--- config.mk ---
export PLATFORM = sky130hd
export DESIGN_NAME = kwu_keypad_wake_unit
export DESIGN_NICKNAME = d
export VERILOG_FILES = /design/src/hdl/kwu_pkg.sv /design/src/hdl/kwu_keypad_wake_unit.sv
export SDC_FILE = /design/constraint.sdc
export NUM_CORES = 1
export LEC_CHECK = 0
export ABC_AREA = 1
export BUFFER_PORTS_ARGS = -buffer_cell sky130_fd_sc_hd__buf_2
export CORE_UTILIZATION = 50
export DETAILED_ROUTE_END_ITERATION = 6
export PLACE_DENSITY = 0.76
export SLEW_MARGIN = 30
export SYNTH_ARGS = -nofsm -noshare
export SYNTH_HDL_FRONTEND = slang
export SYNTH_SLANG_ARGS = --single-unit
export TNS_END_PERCENT = 10
--- constraint.sdc ---
create_clock -name clk -period 5.3 [get_ports clk]
set_clock_uncertainty 0.2 [all_clocks]
set_input_delay 0 -clock clk [delete_from_list [all_inputs] [get_ports clk]]
set_output_delay 0 -clock clk [all_outputs]
set_load 0.05 [all_outputs]
--- src/hdl/kwu_pkg.sv ---
// Constants for the keypad wake unit and its shared port
package kwu_pkg;
  localparam int unsigned PORT_W          = 8;
  // Register byte offsets on APB
  localparam logic [11:0] OFF_STATUS_CTRL = 12'h000;
  localparam logic [11:0] OFF_PIN_SELECT  = 12'h004;
  localparam logic [11:0] OFF_DATA        = 12'h008;
  localparam logic [11:0] OFF_DIRECTION   = 12'h00c;
  localparam logic [11:0] OFF_PULL        = 12'h010;
  localparam logic [11:0] OFF_PIN_LEVEL   = 12'h014;
  // Status and control field positions
  localparam int unsigned BIT_MODE        = 0;
  localparam int unsigned BIT_IRQ_EN      = 1;
  localparam int unsigned BIT_CLEAR       = 2;
  localparam int unsigned BIT_FLAG        = 3;
  localparam int unsigned POL_LSB         = 4;
  localparam int unsigned POL_W           = 4;
  // Reset values
  localparam logic [7:0]  RST_BYTE        = 8'h00;
  localparam logic [3:0]  RST_POL         = 4'h0;
endpackage

--- src/hdl/kwu_keypad_wake_unit.sv ---
// Keypad wake unit sharing an eight-line port, APB register slave
// Overview of operation
// [RULE_01] One select bit per port line
// [RULE_02] Selected lines forced to input direction
// [RULE_03] Edge-only or edge-and-level detection mode
// [RULE_04] Lines 3..0 falling edge or low level
// [RULE_05] Lines 7..4 have a polarity select
// [RULE_06] Pull bit acts only on input lines
// [RULE_07] Rising polarity turns pullup into pulldown
// [RULE_08] Keypad event wakes from wait and standby
// [RULE_09] One shared flag and one enable
// [RULE_10] Edge is consecutive samples high-low or low-high
// [RULE_11] Interrupt when flag and enable both set
// [RULE_12] Clear by write one, level holds flag
// [RULE_13] Stop mode: asynchronous level wake path
// [RULE_14] Two-stage synchroniser on every pin input
//
// The APB slave port and the address map were chosen for this implementation.
module kwu_keypad_wake_unit (
  // Clock and reset
  input  wire  logic              clk,
  input  wire  logic              rst,
  // APB slave
  input  wire  logic              psel,
  input  wire  logic              penable,
  input  wire  logic              pwrite,
  input  wire  logic [11:0]       paddr,
  input  wire  logic [31:0]       pwdata,
  input  wire  logic [3:0]        pstrb,
  output logic       [31:0]       prdata,
  output logic                    pready,
  output logic                    pslverr,
  // Port pins
  input  wire  logic [7:0]        port_in,
  output logic       [7:0]        port_out,
  output logic       [7:0]        port_oe,
  output logic       [7:0]        pullup_en,
  output logic       [7:0]        pulldown_en,
  // Power mode and wake
  input  wire  logic              stop_mode,
  output logic                    keypad_irq,
  output logic                    wake_req
);
  logic [7:0] port_line_data_q;
  logic [7:0] port_line_direction_q;
  logic [7:0] port_line_pull_select_q;
  logic [7:0] keypad_pin_select_reg_q;
  logic [3:0] keypad_polarity_select_q;
  logic       keypad_detect_mode_q;
  logic       keypad_irq_enable_q;
  logic       keypad_event_flag_q;
  logic [7:0] sync1_q;
  logic [7:0] sync2_q;
  logic [7:0] prev_asserted_q;
  logic [7:0] prdata_q;
  logic [7:0] active_high;
  logic [7:0] asserted;
  logic [7:0] raw_asserted;
  logic       edge_event;
  logic       level_hold;
  logic       wr_en;
  logic       rd_en;
  logic       addr_ok;
  logic       clear_req;
  logic       flag_set;
  logic [7:0] rise_lines;

  // Decode, strobes and read path
  logic       sel_ctrl;
  logic       sel_pin_select;
  logic       sel_data;
  logic       sel_direction;
  logic       sel_pull;
  logic       sel_pin_level;
  logic       wr_ctrl;
  logic       wr_pin_select;
  logic       wr_data;
  logic       wr_direction;
  logic       wr_pull;
  logic [7:0] ctrl_rd;
  logic [7:0] rd_mux;

  // Pin side helpers
  logic [7:0] pd_lines;
  logic [7:0] pu_lines;
  logic       wake_run;
  logic       wake_stop;

  // Per-line asserted level after polarity
  function automatic logic [7:0] asserted_of(input logic [7:0] lvl, input logic [7:0] hi);
    asserted_of = ~(lvl ^ hi);
  endfunction

  // Exact match of a bus address against one register offset
  function automatic logic reg_hit(input logic [11:0] addr, input logic [11:0] off);
    reg_hit = (addr == off);
  endfunction

  // Upper lines select polarity, lower lines are always active low
  assign active_high  = {keypad_polarity_select_q, 4'h0};  // [RULE_04] [RULE_05]
  assign asserted     = asserted_of(sync2_q, active_high) & keypad_pin_select_reg_q;
  assign raw_asserted = asserted_of(port_in, active_high) & keypad_pin_select_reg_q;

  // Sync stage one feeds only stage two
  always_ff @(posedge clk or posedge rst)
  begin
    if (rst)
      sync1_q <= kwu_pkg::RST_BYTE;
    else
      sync1_q <= port_in;  // [RULE_14]
  end

  // Stage two is the only stage the detector reads
  always_ff @(posedge clk or posedge rst)
  begin
    if (rst)
      sync2_q <= kwu_pkg::RST_BYTE;
    else
      sync2_q <= sync1_q;  // [RULE_14]
  end

  // History of asserted state; a deselected line counts as deasserted
  always_ff @(posedge clk or posedge rst)
  begin
    if (rst)
      prev_asserted_q <= kwu_pkg::RST_BYTE;
    else
      prev_asserted_q <= asserted;
  end

  // Deasserted then asserted in the next cycle is an edge
  assign rise_lines = asserted & ~prev_asserted_q;  // [RULE_10]
  assign edge_event = |rise_lines;
  assign level_hold = keypad_detect_mode_q & (|asserted);  // [RULE_03]

  // Set sources beat a clear in the same cycle
  assign flag_set   = edge_event | level_hold;  // [RULE_12]

  // APB decode
  assign wr_en   = psel & penable & pwrite;
  assign rd_en   = psel & ~pwrite & ~penable;

  // One hit per mapped offset; holes change nothing
  assign sel_ctrl       = reg_hit(paddr, kwu_pkg::OFF_STATUS_CTRL);
  assign sel_pin_select = reg_hit(paddr, kwu_pkg::OFF_PIN_SELECT);
  assign sel_data       = reg_hit(paddr, kwu_pkg::OFF_DATA);
  assign sel_direction  = reg_hit(paddr, kwu_pkg::OFF_DIRECTION);
  assign sel_pull       = reg_hit(paddr, kwu_pkg::OFF_PULL);
  assign sel_pin_level  = reg_hit(paddr, kwu_pkg::OFF_PIN_LEVEL);
  assign addr_ok        = sel_ctrl | sel_pin_select | sel_data | sel_direction | sel_pull
                        | sel_pin_level;

  // Zero wait states: every transfer ends at its first access edge
  assign pready         = 1'b1;
  assign pslverr        = psel & penable & ~addr_ok;

  // Writes land at the access edge through byte lane 0 only
  assign wr_ctrl       = wr_en & pstrb[0] & sel_ctrl;
  assign wr_pin_select = wr_en & pstrb[0] & sel_pin_select;
  assign wr_data       = wr_en & pstrb[0] & sel_data;
  assign wr_direction  = wr_en & pstrb[0] & sel_direction;
  assign wr_pull       = wr_en & pstrb[0] & sel_pull;
  assign clear_req     = wr_ctrl & pwdata[kwu_pkg::BIT_CLEAR];  // [RULE_12]

  // Port data register
  always_ff @(posedge clk or posedge rst)
  begin
    if (rst)
      port_line_data_q <= kwu_pkg::RST_BYTE;
    else if (wr_data)
      port_line_data_q <= pwdata[7:0];
  end

  // Port direction register
  always_ff @(posedge clk or posedge rst)
  begin
    if (rst)
      port_line_direction_q <= kwu_pkg::RST_BYTE;
    else if (wr_direction)
      port_line_direction_q <= pwdata[7:0];
  end

  // Port pull register
  always_ff @(posedge clk or posedge rst)
  begin
    if (rst)
      port_line_pull_select_q <= kwu_pkg::RST_BYTE;
    else if (wr_pull)
      port_line_pull_select_q <= pwdata[7:0];
  end

  // Keypad line select
  always_ff @(posedge clk or posedge rst)
  begin
    if (rst)
      keypad_pin_select_reg_q <= kwu_pkg::RST_BYTE;
    else if (wr_pin_select)
      keypad_pin_select_reg_q <= pwdata[7:0];  // [RULE_01]
  end

  // Upper line polarity
  always_ff @(posedge clk or posedge rst)
  begin
    if (rst)
      keypad_polarity_select_q <= kwu_pkg::RST_POL;
    else if (wr_ctrl)
      keypad_polarity_select_q <= pwdata[kwu_pkg::POL_LSB +: kwu_pkg::POL_W];  // [RULE_05]
  end

  // Detection mode
  always_ff @(posedge clk or posedge rst)
  begin
    if (rst)
      keypad_detect_mode_q <= 1'b0;
    else if (wr_ctrl)
      keypad_detect_mode_q <= pwdata[kwu_pkg::BIT_MODE];  // [RULE_03]
  end

  // Shared interrupt enable
  always_ff @(posedge clk or posedge rst)
  begin
    if (rst)
      keypad_irq_enable_q <= 1'b0;
    else if (wr_ctrl)
      keypad_irq_enable_q <= pwdata[kwu_pkg::BIT_IRQ_EN];  // [RULE_09]
  end

  // Shared flag: a new edge or a held level beats the clear
  always_ff @(posedge clk or posedge rst)
  begin
    if (rst)
      keypad_event_flag_q <= 1'b0;
    else if (flag_set)
      keypad_event_flag_q <= 1'b1;  // [RULE_09] [RULE_12]
    else if (clear_req)
      keypad_event_flag_q <= 1'b0;  // [RULE_12]
  end

  // Status byte; the clear bit always reads zero
  assign ctrl_rd = {keypad_polarity_select_q, keypad_event_flag_q, 1'b0, keypad_irq_enable_q,
                    keypad_detect_mode_q};

  // Read selection, holes read zero
  always_comb
  begin
    rd_mux = kwu_pkg::RST_BYTE;
    if (sel_ctrl)
      rd_mux = ctrl_rd;
    else if (sel_pin_select)
      rd_mux = keypad_pin_select_reg_q;
    else if (sel_data)
      rd_mux = port_line_data_q;
    else if (sel_direction)
      rd_mux = port_line_direction_q;
    else if (sel_pull)
      rd_mux = port_line_pull_select_q;
    else if (sel_pin_level)
      rd_mux = sync2_q;
  end

  // Latched in the setup phase so it stands through the access phase
  always_ff @(posedge clk or posedge rst)
  begin
    if (rst)
      prdata_q <= kwu_pkg::RST_BYTE;
    else if (rd_en)
      prdata_q <= rd_mux;
  end

  // Registers are one byte wide
  assign prdata = {24'h000000, prdata_q};

  // Pin drive; a selected line never drives
  assign port_out = port_line_data_q;
  assign port_oe  = port_line_direction_q & ~keypad_pin_select_reg_q;  // [RULE_02]

  // Pulls act on inputs only; a selected rising line pulls down instead
  always_comb
  begin
    pd_lines = 8'h00;
    pu_lines = 8'h00;
    for (int i = 0; i < kwu_pkg::PORT_W; i++)
    begin
      if (port_line_pull_select_q[i] && !port_oe[i])
      begin
        if (keypad_pin_select_reg_q[i] && active_high[i])
          pd_lines[i] = 1'b1;  // [RULE_07]
        else
          pu_lines[i] = 1'b1;  // [RULE_06]
      end
    end
  end

  // Pull outputs
  assign pulldown_en = pd_lines;
  assign pullup_en   = pu_lines;

  // Interrupt request follows the shared flag when enabled
  assign keypad_irq = keypad_event_flag_q & keypad_irq_enable_q;  // [RULE_11]

  // Clock may be stopped in stop mode, so that wake path uses raw pin levels
  assign wake_run  = keypad_event_flag_q;  // [RULE_08]
  assign wake_stop = |raw_asserted;  // [RULE_13]
  assign wake_req  = keypad_irq_enable_q & (stop_mode ? wake_stop : wake_run);
endmodule

==> flow_summary.toml <==
[sta]
setup_ws_ns = 2.93
fmaxAchievable_ghz = 0.421
min_period_ns = 2.37
hold_viol = 0
rsz0062_at_grt = "false"
relSlewSlack_pct = 57.6
tns_ns = 0
fin_hold_ws_ns = 0.0194
fin_crit_sh_pct = 44.8
slew_violations = 0
setup_violations = 0
worst_slew_pin_slew_ns = 0.637

[clock_network]
cts_tree = "built"
cts_buffers = 9
cts_num_sinks = 71
clk_pin_slew_ns = 0.08
root_buffer = "clkbuf_8"
worstSkewPairLatency_ns = 0.35
cts.htree.levels = 3
clock_tree.buffer_depth = 2

[floorplanning]
io-pin-count = 130
die-area_sq_um = 7760
start_util_pct = 51.4
die_w_um = 88.1
die_h_um = 88.1
fp.coreArea_sq_um = 7210
num_rows = 31

[critical_path]
crit_top_cell = "dlygate4sd3_1"
r2r_slack_ns = 3.70
cp_top_family = "buffers and inverters"
worstPathCellList = "dlygate4sd3_1 -> buf_2 -> nand2_1 -> inv_1 -> nand3_1 -> nor2_4 -> nand2_1 -> dlygate4sd3_1 -> o21ai_0 -> dlygate4sd3_1"
arrival_ns = 2.46
cp-start-kind = "input port"
crit_buf_inv = 5
end_kind = "flop"
slowest_stage = "dlygate4sd3_1"
critPathMaxStageDelay_ns = 0.57
criticalPathCategory = "in -> reg"
cp.required_ns = 5.39
crit_path_max_fanout = 9

[final_layout]
layout-drive-gt1-share_pct = 23.5
area_growth_pct = 23.6
layout_common_cells = "nand2_1 (100), buf_2 (73), dfrtp_1 (71)"
n_antenna_cell = 0
mostFrequentLayoutCell = "nand2_1"
nets = 627
fin_cells = 669
fillers = 634

[drt]
ant_nets = 0
vias = 3218
drc = 0
first_iter_violations = 224
wl_met1_um = 3910
top_layer = "met4"
viasPerCell = 4.81
dr.pass1.iters = 4
wl_met3_um = 535
wl_per_cell_um = 13.3
drt-total-wl_um = 8920
dr_wl_met2_um = 4280

[global_routing]
antenna_found_initial = 0
grt_pass1_vias = 3007
grt_overflow_total = 0
grt_pass1_wl_um = 14400
grt_util_all_layers_pct = 24.9
grt_max_degree = 72

[power]
fin_total_pwr_mw = 1.21
p_leak_nw = 2.45
p_comb_share_pct = 11.0
sw_frac_of_total_pct = 26.0
cellInternalPower_mw = 0.896
ir_drop_uv = 140
pwr-share-clk_pct = 43.0
powerDensity_nw_per_um2 = 265
p_sw_mw = 0.316
pwr-share-seq_pct = 46.0

[logic_synthesis]
synth_cell_type_count = 34
yosysTopAreaCellShare_pct = 48.0
ys_seq_elements = 71
yosysWarningCount = 0
synthCells = 458
synth_top_family_by_area = "simple AND/OR/NAND/NOR gates"
synth_xor_xnor_area_share_pct = 0.236
yosysTopAreaCell = "dfrtp_1"
synth_area_leaders = "dfrtp_1 (48%), nand2_1 (10%), inv_1 (6.5%)"
synth-seq-area-share_pct = 48.0
synthAdderAreaFrac_pct = 0
synth_mux_area_share_pct = 0
synth_compound_area_share_pct = 10.1
synthesis.area_sq_um = 3700
synth-simple-area-share_pct = 27.7
syn_avg_cell_area_sq_um = 8.09

[flow_run]
maxCapViolCount = 0

[placed_design]
dp.cells = 624
io_buffers = 73
place_congestion = 0.937
pre_cts_slack_ns = 3.73
place_hpwl_um = 6400

[run_status]
outcome = "finished clean"

[worst_hold_path]
hold_class = "in -> reg"
cells by family after synthesis:
| group | after synthesis |
|---|---|
| compound gates | 66 |
| buf+inv | 102 |
| flops | 71 |
| other cells | 2 |
| xor+xnor | 1 |
| simple gates | 216 |
cell usage after synthesis:
| library cell | n |
|---|---|
| nand2_1 | 100 |
| dfrtp_1 | 71 |
| inv_1 | 64 |
| nor2_1 | 46 |
| o21ai_0 | 33 |
| buf_4 | 30 |
| nand3_1 | 25 |
| o21ai_1 | 12 |
| or2_2 | 10 |
| o21ai_2 | 8 |
| a21oi_1 | 6 |
| nand2_2 | 5 |
| nand4_1 | 5 |
| nor2_4 | 5 |
| nand2_4 | 4 |
| nor2_2 | 4 |
| nor3b_1 | 4 |
| inv_2 | 3 |
| o22ai_1 | 3 |
| buf_2 | 2 |
| buf_6 | 2 |
| conb_1 | 2 |
| nand3_2 | 2 |
| nor3_1 | 2 |
| a31oi_1 | 1 |
| and2_1 | 1 |
| clkbuf_1 | 1 |
| nor3_4 | 1 |
| nor3b_2 | 1 |
| nor4_1 | 1 |
| o211ai_1 | 1 |
| o21a_1 | 1 |
| o31ai_1 | 1 |
| xnor2_1 | 1 |
registers in the layout (all words and copies together) (netlist names):
name and flops:
sync2_q 8, keypad_irq_enable_q 1, port_line_direction_q 8, sync1_q 8, port_line_pull_select_q 8, port_out 8
keypad_detect_mode_q 1, keypad_pin_select_reg_q 8, prdata_q 8, prev_asserted_q 8, keypad_polarity_select_q 4, keypad_event_flag_q 1
through the flow:
stage                     area (sq um)  util, %
after floorplan                   3810        -
after global placement            4050     56.1
after detailed placement          4050     56.1
after CTS                         4580     63.4
after global routing              4580     63.5
final                             4580     63.5
power groups by stage:
| stage | clock, mW | sequential [mW] | combinational, mW |
|---|---|---|---|
| final | 0.521 | 0.558 | 0.133 |
| after global routing | 0.551 | 0.559 | 0.145 |
| after CTS | 0.526 | 0.558 | 0.133 |
| after detailed placement | 0 | 0.568 | 0.121 |
| after global placement | 0 | 0.568 | 0.119 |
| after floorplan | 0 | 0.579 | 0.0950 |
worst paths after layout:
kind	from	end	cells past startpoint
setup / recovery	psel	keypad_polarity_select_q[0]$_DFFE_PP0N_	10
hold / removal	paddr[3]	prdata_q[2]$_DFFE_PP0P_	8
setup reg to reg	keypad_polarity_select_q[0]$_DFFE_PP0N_	keypad_event_flag_q$_DFFE_PP0P_	8
hold reg to reg	sync1_q[7]$_DFF_PP0_	sync2_q[7]$_DFF_PP0_	0
max in group asynchronous	rst	sync2_q[4]$_DFF_PP0_	4
min in group asynchronous	rst	prev_asserted_q[2]$_DFF_PP0_	4
tightest hold or removal path: cells and delay by family:
family / cells / cell delay, ns
and+or+nand+nor: 7 / 0.41
buffers and inverters: 1 / 0.11
metal layers:
| layer | up-vias | global-route usage (%) |
|---|---|---|
| met1 | 1491 | 32.6 |
| met3 | 17 | 5.66 |
| met2 | 117 | 41.0 |
| met4 | 0 | 8.21 |
| met5 | - | 0 |
| li1 | 1593 | - |
area by class of cell:
| class | count | area (sq um) | share of cell area, % |
|---|---|---|---|
| well taps | 99 | 124 | 2.70 |
| inverters | 67 | 251 | 5.49 |
| multi-input cells | 312 | 1520 | 33.1 |
| clock inverters | 6 | 109 | 2.38 |
| repair buffers | 104 | 674 | 14.7 |
| flip-flops and latches | 71 | 1780 | 38.8 |
| clock buffers | 10 | 128 | 2.79 |
what timing repair did:
| action | CTS | global route |
|---|---|---|
| hold buffers | 29 | 0 |
| endpoints found under the hold margin | 122 | 0 |
| setup buffers | 0 | 0 |
| resized for setup | 0 | 0 |
No activity file was read; power rests on OpenSTA's default activity.
